<file path="src/verilog/sarb_cfg.svh">
`ifndef SARB_CFG_SVH
`define SARB_CFG_SVH

// register byte addresses
`define SARB_ADDR_MODE 8'h48
`define SARB_ADDR_STATUS 8'h60

// mode word field positions
`define SARB_EN_LSB 0
`define SARB_BIT_STRAP 9
`define SARB_BIT_BMTO 10
`define SARB_BIT_REFR 11
`define SARB_FAIR_LSB 12
`define SARB_FAIR_MSB 19
`define SARB_BIT_TOG 20
`define SARB_PRIO_LSB 22

// reset values
`define SARB_RST_EN 9'h1FF
`define SARB_RST_PRIO 9'h001
`define SARB_RST_FAIR 8'h08

// timing counts in bus clocks
`define SARB_BM_CYCLES 5'h10
`define SARB_TOG_WAIT 2'h2

// axi responses
`define SARB_AXI_OKAY 2'h0
`define SARB_AXI_SLVERR 2'h2

`endif

</file>
<file path="src/verilog/sarb_pkg.sv">
package sarb_pkg;

    typedef enum logic [1:0] {
        ARB_IDLE,
        ARB_GRANT,
        ARB_BUSY
    } sarb_state_t;

    typedef struct packed {
        logic aw_v;
        logic [7:0] aw_a;
        logic w_v;
        logic [31:0] w_d;
        logic [3:0] w_s;
        logic b_v;
        logic b_err;
        logic r_v;
        logic [31:0] r_d;
        logic r_err;
    } sarb_axil_st_t;

endpackage : sarb_pkg

</file>
<file path="src/verilog/sarb_rr_pick.sv">
`timescale 1ns/10ps
module sarb_rr_pick #(
    parameter int N = 9,
    parameter int IW = 4
) (
    input wire logic [N-1:0] mask, // candidate requesters
    input wire logic [IW-1:0] last, // index granted last
    output logic found, // some candidate present
    output logic [IW-1:0] idx // chosen candidate
);

    // search starts just after the last winner so equals rotate
    always_comb begin : pick
        int j;
        j = 0;
        found = 1'b0;
        idx = '0;
        for (int k = 1; k <= N; k++) begin
            j = (int'(last) + k) % N;
            if (!found && mask[j]) begin
                found = 1'b1;
                idx = IW'(j);
            end
        end
    end

endmodule : sarb_rr_pick

</file>
<file path="src/verilog/sarb_axil_slave.sv">
`timescale 1ns/10ps
`include "sarb_cfg.svh"
module sarb_axil_slave
    import sarb_pkg::*;
(
    input wire logic aclk, // bus clock
    input wire logic aresetn, // sync reset, low active
    input wire logic [7:0] awaddr, // write address
    input wire logic awvalid, // write address valid
    output logic awready, // write address ready
    input wire logic [31:0] wdata, // write data
    input wire logic [3:0] wstrb, // byte enables
    input wire logic wvalid, // write data valid
    output logic wready, // write data ready
    output logic [1:0] bresp, // write response
    output logic bvalid, // write response valid
    input wire logic bready, // write response ready
    input wire logic [7:0] araddr, // read address
    input wire logic arvalid, // read address valid
    output logic arready, // read address ready
    output logic [31:0] rdata, // read data
    output logic [1:0] rresp, // read response
    output logic rvalid, // read data valid
    input wire logic rready, // read data ready
    output logic reg_wr, // register write pulse
    output logic [7:0] reg_waddr, // register write address
    output logic [31:0] reg_wdata, // register write data
    output logic [3:0] reg_wstrb, // register write strobes
    input wire logic reg_whit, // write address mapped
    output logic [7:0] reg_raddr, // register read address
    input wire logic [31:0] reg_rdata, // register read data
    input wire logic reg_rhit // read address mapped
);

    sarb_axil_st_t q;
    sarb_axil_st_t d;

    assign awready = !q.aw_v && !q.b_v;
    assign wready = !q.w_v && !q.b_v;
    assign arready = !q.r_v;
    assign bvalid = q.b_v;
    assign bresp = q.b_err ? `SARB_AXI_SLVERR : `SARB_AXI_OKAY;
    assign rvalid = q.r_v;
    assign rdata = q.r_d;
    assign rresp = q.r_err ? `SARB_AXI_SLVERR : `SARB_AXI_OKAY;
    assign reg_wr = q.aw_v && q.w_v && !q.b_v;
    assign reg_waddr = q.aw_a;
    assign reg_wdata = q.w_d;
    assign reg_wstrb = q.w_s;
    assign reg_raddr = araddr;

    always_comb begin
        d = q;
        if (awvalid && awready) begin
            d.aw_v = 1'b1;
            d.aw_a = awaddr;
        end
        if (wvalid && wready) begin
            d.w_v = 1'b1;
            d.w_d = wdata;
            d.w_s = wstrb;
        end
        if (reg_wr) begin
            d.aw_v = 1'b0;
            d.w_v = 1'b0;
            d.b_v = 1'b1;
            d.b_err = !reg_whit;
        end
        if (q.b_v && bready) begin
            d.b_v = 1'b0;
        end
        if (arvalid && arready) begin
            d.r_v = 1'b1;
            d.r_d = reg_rdata;
            d.r_err = !reg_rhit;
        end else if (q.r_v && rready) begin
            d.r_v = 1'b0;
        end
    end

    always_ff @(posedge aclk) begin
        if (!aresetn) begin
            q <= '0;
        end else begin
            q <= d;
        end
    end

endmodule : sarb_axil_slave

</file>
<file path="src/verilog/sarb_arbiter.sv">
`timescale 1ns/10ps
`include "sarb_cfg.svh"

module sarb_arbiter
    import sarb_pkg::*;
#(
    parameter int N = 9,
    parameter int IW = 4
) (
    input wire logic aclk, // secondary bus clock
    input wire logic aresetn, // sync reset, low active
    input wire logic [7:0] awaddr, // axi write address
    input wire logic awvalid, // axi write address valid
    output logic awready, // axi write address ready
    input wire logic [31:0] wdata, // axi write data
    input wire logic [3:0] wstrb, // axi byte enables
    input wire logic wvalid, // axi write data valid
    output logic wready, // axi write data ready
    output logic [1:0] bresp, // axi write response
    output logic bvalid, // axi write response valid
    input wire logic bready, // axi write response ready
    input wire logic [7:0] araddr, // axi read address
    input wire logic arvalid, // axi read address valid
    output logic arready, // axi read address ready
    output logic [31:0] rdata, // axi read data
    output logic [1:0] rresp, // axi read response
    output logic rvalid, // axi read data valid
    input wire logic rready, // axi read data ready
    input wire logic arbiter_select_strap, // high selects an external arbiter
    input wire logic [N-1:0] req_n, // requests, bit 0 the bridge itself
    input wire logic frame_n, // bus frame, low active
    input wire logic irdy_n, // initiator ready, low active
    output logic [N-1:0] gnt_n // grants, low active
);

    typedef struct packed {
        sarb_state_t st;
        logic [IW-1:0] owner;
        logic [IW-1:0] last;
        logic [N-1:0] gnt;
        logic [7:0] fair;
        logic armed;
        logic [4:0] bm_cnt;
        logic [1:0] tog_cnt;
        logic frame_prev;
        logic [N-1:0] broken;
        logic [N-1:0] served;
        logic [N-1:0] en;
        logic [N-1:0] prio;
        logic strap;
        logic bmto;
        logic refr;
        logic [7:0] fair_ld;
        logic tog;
    } sarb_arb_st_t;

    sarb_arb_st_t q;
    sarb_arb_st_t d;

    logic reg_wr;
    logic [7:0] reg_waddr;
    logic [31:0] reg_wdata;
    logic [3:0] reg_wstrb;
    logic [7:0] reg_raddr;
    logic [31:0] reg_rdata;
    logic [31:0] mode_word;
    logic [31:0] status_word;
    logic [31:0] wword;
    logic [N-1:0] elig;
    logic [N-1:0] hi;
    logic [N-1:0] pick_mask;
    logic [N-1:0] others;
    logic pick_found;
    logic [IW-1:0] pick_idx;
    logic bus_idle;
    logic frame_fall;
    logic own_req;

    function automatic logic [N-1:0] onehot(input logic [IW-1:0] i);
        logic [N-1:0] v;
        v = '0;
        v[i] = 1'b1;
        return v;
    endfunction : onehot

    function automatic logic [31:0] merge(input logic [31:0] old, input logic [31:0] nw, input logic [3:0] strb);
        logic [31:0] v;
        v = old;
        for (int b = 0; b < 4; b++) begin
            if (strb[b]) begin
                v[b*8 +: 8] = nw[b*8 +: 8];
            end
        end
        return v;
    endfunction : merge

    function automatic logic addr_hit(input logic [7:0] a);
        return (a == `SARB_ADDR_MODE) || (a == `SARB_ADDR_STATUS);
    endfunction : addr_hit

    sarb_axil_slave u_slave (
        .aclk(aclk),
        .aresetn(aresetn),
        .awaddr(awaddr),
        .awvalid(awvalid),
        .awready(awready),
        .wdata(wdata),
        .wstrb(wstrb),
        .wvalid(wvalid),
        .wready(wready),
        .bresp(bresp),
        .bvalid(bvalid),
        .bready(bready),
        .araddr(araddr),
        .arvalid(arvalid),
        .arready(arready),
        .rdata(rdata),
        .rresp(rresp),
        .rvalid(rvalid),
        .rready(rready),
        .reg_wr(reg_wr),
        .reg_waddr(reg_waddr),
        .reg_wdata(reg_wdata),
        .reg_wstrb(reg_wstrb),
        .reg_whit(addr_hit(reg_waddr)),
        .reg_raddr(reg_raddr),
        .reg_rdata(reg_rdata),
        .reg_rhit(addr_hit(reg_raddr))
    );

    sarb_rr_pick #(
        .N(N),
        .IW(IW)
    ) u_pick (
        .mask(pick_mask),
        .last(q.last),
        .found(pick_found),
        .idx(pick_idx)
    );

    assign gnt_n = ~q.gnt;

    // reserved bits 21 and 31 read as zero
    assign mode_word = {1'b0, q.prio, 1'b0, q.tog, q.fair_ld, q.refr, q.bmto, q.strap, q.en};
    assign status_word = {7'h00, q.broken, 7'h00, q.gnt};

    always_comb begin
        if (reg_raddr == `SARB_ADDR_MODE) begin
            reg_rdata = mode_word;
        end else if (reg_raddr == `SARB_ADDR_STATUS) begin
            reg_rdata = status_word;
        end else begin
            reg_rdata = 32'h0000_0000;
        end
    end

    always_comb begin
        d = q;
        wword = merge(mode_word, reg_wdata, reg_wstrb);
        bus_idle = frame_n && irdy_n;
        frame_fall = q.frame_prev && !frame_n;
        elig = ~req_n & q.en & ~q.broken;
        hi = elig & q.prio;
        pick_mask = (|hi) ? hi : elig;
        own_req = !req_n[q.owner];
        others = elig & ~onehot(q.owner);
        d.frame_prev = frame_n;

        case (q.st)
            ARB_IDLE: begin
                d.gnt = '0;
                if (pick_found && !q.strap) begin
                    d.st = ARB_GRANT;
                    d.owner = pick_idx;
                    d.last = pick_idx;
                    d.gnt = onehot(pick_idx);
                    d.fair = q.fair_ld;
                    d.armed = 1'b0;
                    d.bm_cnt = 5'h00;
                    d.tog_cnt = 2'h0;
                    d.served[pick_idx] = 1'b1;
                end
            end
            ARB_GRANT: begin
                // owner is expected to start its frame here
                if (!own_req) begin
                    d.st = ARB_IDLE;
                    d.gnt = '0;
                end else if (frame_fall) begin
                    d.st = ARB_BUSY;
                    d.armed = 1'b1;
                end else if (q.bmto && bus_idle) begin
                    d.bm_cnt = q.bm_cnt + 5'h01;
                    if (q.bm_cnt == `SARB_BM_CYCLES - 5'h01) begin
                        d.broken[q.owner] = 1'b1;
                        d.served = '0;
                        d.gnt = '0;
                        d.st = ARB_IDLE;
                    end
                end
            end
            ARB_BUSY: begin
                d.gnt = onehot(q.owner);
                if (q.tog_cnt != 2'h3) begin
                    d.tog_cnt = q.tog_cnt + 2'h1;
                end
                if (q.tog && q.tog_cnt == `SARB_TOG_WAIT - 2'h1) begin
                    d.gnt = '0;
                end
                if (!own_req) begin
                    d.st = ARB_IDLE;
                    d.gnt = '0;
                end else if (q.fair_ld != 8'h00 && q.armed && |others) begin
                    // counter runs only while someone else is waiting
                    if (q.fair == 8'h00) begin
                        d.st = ARB_IDLE;
                        d.gnt = '0;
                    end else begin
                        d.fair = q.fair - 8'h01;
                    end
                end
            end
            default: begin
                d.st = ARB_IDLE;
                d.gnt = '0;
            end
        endcase

        // an external arbiter owns the bus: grant nobody
        if (q.strap) begin
            d.st = ARB_IDLE;
            d.gnt = '0;
        end

        // refresh clears only marks present before this cycle, so a new mark is kept
        if (q.refr && |q.broken && ((q.en & ~q.broken & ~q.served) == '0)) begin
            d.broken = d.broken & ~q.broken;
            // a grant made in the same cycle loses its served mark, since its bit was already set
            d.served = d.served & ~q.served;
        end

        if (reg_wr && reg_waddr == `SARB_ADDR_MODE) begin
            d.en = wword[`SARB_EN_LSB +: N];
            d.bmto = wword[`SARB_BIT_BMTO];
            d.refr = wword[`SARB_BIT_REFR];
            d.fair_ld = wword[`SARB_FAIR_MSB:`SARB_FAIR_LSB];
            d.tog = wword[`SARB_BIT_TOG];
            d.prio = wword[`SARB_PRIO_LSB +: N];
        end
    end

    always_ff @(posedge aclk) begin
        if (!aresetn) begin
            q <= '0;
            q.frame_prev <= 1'b1;
            q.en <= `SARB_RST_EN;
            q.prio <= `SARB_RST_PRIO;
            q.fair_ld <= `SARB_RST_FAIR;
            q.strap <= arbiter_select_strap;
        end else begin
            q <= d;
        end
    end

endmodule : sarb_arbiter

</file>
<file path="config.mk">
export PLATFORM = sky130hd
export DESIGN_NAME = sarb_arbiter
export DESIGN_NICKNAME = d
export VERILOG_FILES = /design/src/verilog/sarb_pkg.sv /design/src/verilog/sarb_rr_pick.sv /design/src/verilog/sarb_axil_slave.sv /design/src/verilog/sarb_arbiter.sv
export VERILOG_INCLUDE_DIRS = /design/src /design/src/verilog
export SDC_FILE = /design/constraint.sdc
export NUM_CORES = 1
export LEC_CHECK = 0
export BUFFER_PORTS_ARGS = -buffer_cell sky130_fd_sc_hd__buf_2
export CORE_MARGIN = 4
export CORE_UTILIZATION = 55
export CTS_CLUSTER_SIZE = 25
export DETAILED_ROUTE_END_ITERATION = 10
export MAX_ROUTING_LAYER = met4
export PLACE_DENSITY = 0.75
export SYNTH_ARGS = -nofsm -noshare
export SYNTH_HDL_FRONTEND = slang
export SYNTH_SLANG_ARGS = --single-unit
</file>
<file path="constraint.sdc">
create_clock -name aclk -period 8.55 [get_ports aclk]
set_clock_uncertainty 0.1 [all_clocks]
set_input_delay 0.855 -clock aclk [delete_from_list [all_inputs] [get_ports aclk]]
set_output_delay 0.855 -clock aclk [all_outputs]
set_load 0.01 [all_outputs]
</file>
# Word level (Yosys, flattened, before mapping)
# Cells that the tools add are included.
[word_totals]
register_bits = 161
input_bits = 71
output_inout_bits = 50
wordCells = 270
[op_classes]
add_sub_neg = 12
n_div = 9
n_lt_le_gt_ge = 13
eq_ne = 25
muxes = 94
bitwise = 16
reduce_logical = 71
[op_table]
columns = ["operator", "count"]
rows = [
  ["less-than comparator 32 x 6 -> 1 bit (second input constant)", 9],
  ["modulo 32 x 5 -> 32 bit (second input constant)", 9],
  ["2-to-1 mux 18 bit", 5],
  ["2-to-1 mux 9 bit", 10],
  ["bitwise AND 9 bit", 8],
  ["inverter 9 bit", 5],
  ["binary-select mux 1 bit (select 4 bit)", 10],
  ["2-to-1 mux 4 bit", 9],
  ["2-to-1 mux 35 bit", 1],
  ["2-to-1 mux 1 bit", 33],
  ["equality test 8 x 7 -> 1 bit (second input constant)", 4],
  ["2-to-1 mux 31 bit", 1],
  ["logical AND 1 bit", 29],
  ["case mux 9 bit (3 select lines)", 1],
  ["OR reduction 9 bit", 3],
  ["2-to-1 mux 25 bit", 1],
  ["adder 4 x 3 -> 5 bit (second input constant)", 4],
  ["2-to-1 mux 2 bit", 10],
  ["inequality test 2 bit (second input constant)", 10],
  ["OR 9 bit", 2],
  ["case mux 9 bit (2 select lines)", 1],
  ["2-to-1 mux 17 bit", 1],
  ["logical NOT 1 bit", 16],
  ["2-to-1 mux 8 bit", 2],
  ["other kinds (32)", 56],
]

# Logic depth before layout (Yosys ltp)
[logic_depth]
word_depth = 43
depth_mapped = 28
ltp_nobuf = 24

# Cells and area by module
# From an unflattened synthesis, not the netlist that was laid out.
[hier_totals]
hier_cells = 1772
hier_area_um2 = 13310.3
[modules_own_cells]
columns = ["mod", "instances", "cells_per_inst", "area_each_um2", "seq_area_each_um2"]
rows = [
  ["sarb_rr_pick", 1, 735, 5183.7, 0.0],
  ["sarb_arbiter", 1, 586, 4408.0, 1611.5],
  ["sarb_axil_slave", 1, 451, 3718.6, 1641.6],
]

# Worst setup path after synthesis
# Ideal clock, no wire load.
[synth_path]
kind = "register to register"
startpoint = "register q[74] (netlist name)"
endpoint = "register q[66] (netlist name)"
setup_time_ns = 0.086
arrival_time_ns = 6.339
required_time_ns = 8.364
path_slack_ns = 2.025
stages_incl_launch_ff = 28
n_path_buf = 3
synth_period_minus_slack_ns = 6.525
path_cell_list = "dfxtp_1 > buf_4 > inv_2 > buf_1 > ha_1 > xor2_2 > inv_1 > ha_1 > or2_2 > or2_2 > o21ai_0 > xnor2_1 > inv_1 > ha_1 > nand2b_1 > nor4_1 > o21ai_1 > clkbuf_1 > a21boi_1 > o32ai_1 > a211oi_1 > a21oi_1 > o311ai_1 > nor4b_1 > or3_1 > and4bb_2 > nand3_1 > a221oi_2"
[synth_via]
elab_chain_len = 36
elab_cells_between_ends = 107
cone_classes = "add/sub: 9; div: 9; order compare: 4; eq/ne: 3; mux: 58; bitwise: 2; reduce/logical: 22"
[synth_lines]
columns = ["item", "line_no", "source"]
rows = [
  ["start, declared", "sarb_arbiter.sv:57", "sarb_arb_st_t q;"],
  ["adder 4 x 1 -> 5 bit", "sarb_rr_pick.sv:19", "j = (int'(last) + k) % N;"],
  ["modulo 32 x 5 -> 32 bit", "sarb_rr_pick.sv:19", ""],
  ["binary-select mux 1 bit (select 4 bit)", "sarb_rr_pick.sv:20", "if (!found && mask[j]) begin"],
  ["2-to-1 mux 1 bit (implied by the code) (2 in series)", "sarb_rr_pick.sv:20", ""],
  ["2-to-1 mux 1 bit", "sarb_rr_pick.sv:20", ""],
  ["logical NOT 1 bit", "sarb_rr_pick.sv:20", ""],
  ["logical AND 1 bit", "sarb_rr_pick.sv:20", ""],
  ["2-to-1 mux 1 bit", "sarb_rr_pick.sv:20", ""],
  ["[19 not listed]", "-", ""],
  ["logical AND 1 bit", "sarb_rr_pick.sv:20", ""],
  ["2-to-1 mux 4 bit", "sarb_rr_pick.sv:20", ""],
  ["less-than comparator 4 x 5 -> 1 bit (implied by the code) or greater-or-equal comparator 4 x 1 -> 1 bit (tied branches)", "sarb_arbiter.sv:82", "v[i] = 1'b1;"],
  ["logical AND 1 bit (implied by the code)", "sarb_arbiter.sv:82", ""],
  ["2-to-1 mux 1 bit (implied by the code)", "sarb_arbiter.sv:82", ""],
  ["demux 1 bit (select 4 bit)", "sarb_arbiter.sv:82", ""],
  ["2-to-1 mux 35 bit", "sarb_arbiter.sv:172", "if (pick_found && !q.strap) begin"],
  ["case mux 9 bit (3 select lines)", "sarb_arbiter.sv:169", "case (q.st)"],
]
# Parallel ways exist; a longest one is shown, timed or not. The select of a mux whose other input is x is not followed.
# A chain may end at the register's enable or synchronous reset.

# Worst setup path after layout
[layout_path]
startpoint = "register q[75] (netlist name)"
endpoint = "register q[66] (netlist name)"
# Same word-level chain as after synthesis.

==> metrics.cfg <==
[synthesis]
yosys.area_share.simple_pct = 26.2
synth-xor-area-share_pct = 3.25
synth_top_area_share_pct = 26.1
synth-seq-cells = 158
avgSynthCellArea_sq_um = 7.48
seq_area_frac_synth_pct = 26.4
netlist_instances = 1608
synth_area_leaders = dfxtp_1 26%, nand2_1 7.4%, a21oi_1 6.7%
ys_types = 103
async_flop_share_pct = 0
syn_area_sq_mm = 0.0120
synth_top_family_by_area = compound AO/OA/AOI/OAI gates
yosys_most_used_dff = dfxtp_1
synth_compound_area_share_pct = 27.9
muxShareOfSynthArea_pct = 3.08
synth-edff-count = 1
synth_top_area_cell = dfxtp_1
synthAdderAreaFrac_pct = 5.83
synth-warning-count = 0

[timing]
hold_viol_final = 0
fin_crit_sh_pct = 88.2
period_minus_slack_ns = 7.54
setup_violations = 0
max_slew.worst_pin.slew_ns = 1.24
max_freq_mhz = 133
rsz0062_at_grt = false
relSlewSlack_pct = 16.8
fin_tns_setup_ns = 0
holdWs_ns = 0.352
drv_slew = 0

[power_and_ir_drop]
total_power_mw = 4.43
irDropWorstVdd_mv = 0.141
leakagePower_nw = 5.10
p_per_area_mw_per_mm2 = 340

[critical_path]
crit_path_end_kind = flip-flop
path_class = reg2reg
worst_ep_arrival_time_ns = 7.77
startpoint_type = flip-flop
worstPathRequired_ns = 8.79
worstPathMaxFanout = 12

[cells_and_area]
finalInstanceArea_sq_mm = 0.0130
stdcell_count = 1926
drive_above_1_share_pct = 13.5
areaGrowthSynthToFinish_pct = 8.40
final_nets = 1764

[placed_design]
post-dp-hpwl_mm = 27.4
place_inst = 1893
port_buffers = 114
placed_area_sq_mm = 0.0124
routabilityCongestion = 1.03

[floorplan]
die_w_um = 156
start_util_pct = 56.5
rows = 53
core-area_sq_mm = 0.0213
ioPinCount = 121
die_h_um = 156
die_area_sq_mm = 0.0243

[hold_path]
hp-class = reg2reg

[global_route]
grt_pass1_wl_mm = 59.5
antenna_found_initial = 1
grt_max_degree = 91
grt_usage_pct = 31.1
grt.overflow.total = 0
grt_pass1_vias = 11339

[clocking]
ctsHoldBuffers = 0
h-tree-depth = 4
clock_latency_ns = 0.44
cts_setup_buffers = 0
cts_root_buf = clkbuf_16
clock_sinks = 158
cts_resized = 0
clk_path_buf_depth = 2
cts_tree = yes
clk_pin_slew_ns = 0.07
cts_buffers = 17

[routing]
drtPass1Iterations = 6
ant_nets = 0
vias = 12451
drt-wirelength-per-cell_um = 19.6
drc = 0
wl_mm = 37.8
drt-initial-drc-count = 1265
routed_via_density = 6.46

[run]
max_cap_violations = 0

[outcome]
outcome = finished, final reports clean

## cells in the final DEF (no fill, tap or decap), drive strengths merged, types with 24 or more instances in the layout
cell type / instances
and2: 24
inv: 66
a211oi: 28
o21ai: 74
xnor2: 33
a21oi: 165
nand2: 236
nor2: 116
buf: 132
ha: 56
nand3: 61
nor3: 50
nand2b: 24
mux2i: 28
dfxtp: 157
## cells by family after synthesis
group                      count (synthesis)
xor gates and xnor gates                  42
DFF                                      158
and+or+nand+nor                          646
other                                      1
adders and majority gates                 56
AOI/OAI and AO/OA                        489
buffers and inverters                    183
muxes                                     33
## routing by layer
layer,vias up,global-route usage [%],share of wire (%)
li1,5895,-,-
met1,5784,43.2,44
met2,655,45.1,43
met3,117,4.58,9.2
met4,0,13.0,4.0
met5,-,-,0
## synth_stat cells, drive strengths merged, types with 7 or more instances
master / n
o32ai: 11
o22ai: 10
ha: 56
a21o: 20
mux2i: 28
nand2b: 24
a41oi: 7
nor3: 50
nand4: 11
nand2: 236
a211o: 7
and3: 9
a21oi: 165
nor4bb: 8
nor2: 116
or3: 8
a22oi: 14
nand3b: 18
a2111oi: 11
inv: 58
nor4: 15
o211ai: 14
a31oi: 9
xor2: 9
a21boi: 9
buf: 66
o21ai: 74
dfxtp: 157
clkbuf: 58
nor3b: 17
and2: 24
a221oi: 20
or2: 18
xnor2: 33
a211oi: 28
nand3: 61
o21a: 16
nor2b: 14
## flip-flops by register name, summed over array words and instances, names as in the netlist
signal and cells:
q 50, u_slave.q 4, u_slave.rdata 31, u_slave.reg_wdata 29
d 1, u_slave.bvalid 1, u_slave.reg_wstrb 4, mode_word 29
u_slave.rvalid 1, u_slave.reg_waddr 8
## power by group
group / internal (mW) / leakage, nW / switching, mW
Clock: 0.391 / 0.286 / 0.353
Sequential: 0.801 / 1.29 / 0.0632
Combinational: 1.06 / 3.52 / 1.77
## area by class of cell
class	count	area [sq um]
fillers	1890	8250
multi-input cells	1269	8000
flip-flops and latches	158	3170
repair buffers	132	706
clock buffers	17	425
well taps	275	344
inverters	59	223
clock inverters	15	164
diodes	1	2.50
## worst max-delay path, cell delays in order, from the launching register on
cell and delay [ns]:
dfxtp_1 0.33, inv_1 0.42, ha_1 0.55, xor2_2 0.38
inv_1 0.15, ha_1 0.24, or2_2 0.30, or2_2 0.29
o21ai_0 0.19, xnor2_1 0.25, inv_1 0.21, ha_1 0.28
nand2b_1 0.09, nor4_1 0.05, o21ai_1 0.58, o31ai_1 0.21
xor2_1 0.21, a221o_1 0.33, a21oi_1 0.31, o221a_2 0.25
a211oi_1 0.07, o32ai_1 0.34, a21boi_1 0.75, nand3_1 0.27
a221oi_2 0.28
## worst paths after layout
kind | start | end | slack [ns] | cells after the start
worst max-delay path | q[75] | q[66] | 1.01 | 24
worst min-delay path | u_slave.reg_waddr[4] | u_slave.reg_waddr[4] | 0.35 | 2
worst max register to register | q[75] | q[66] | 1.01 | 24
worst min register to register | u_slave.reg_waddr[4] | u_slave.reg_waddr[4] | 0.35 | 2
## stage by stage
stage                     worst slack (ns)  utilization (%)
after floorplan                       2.02                -
after global placement                1.32             58.5
after detailed placement              1.21             58.5
after CTS                             1.15             61.2
after global routing                 0.429             61.2
final                                 1.01             61.2
Power figures use the tool's default switching activity.
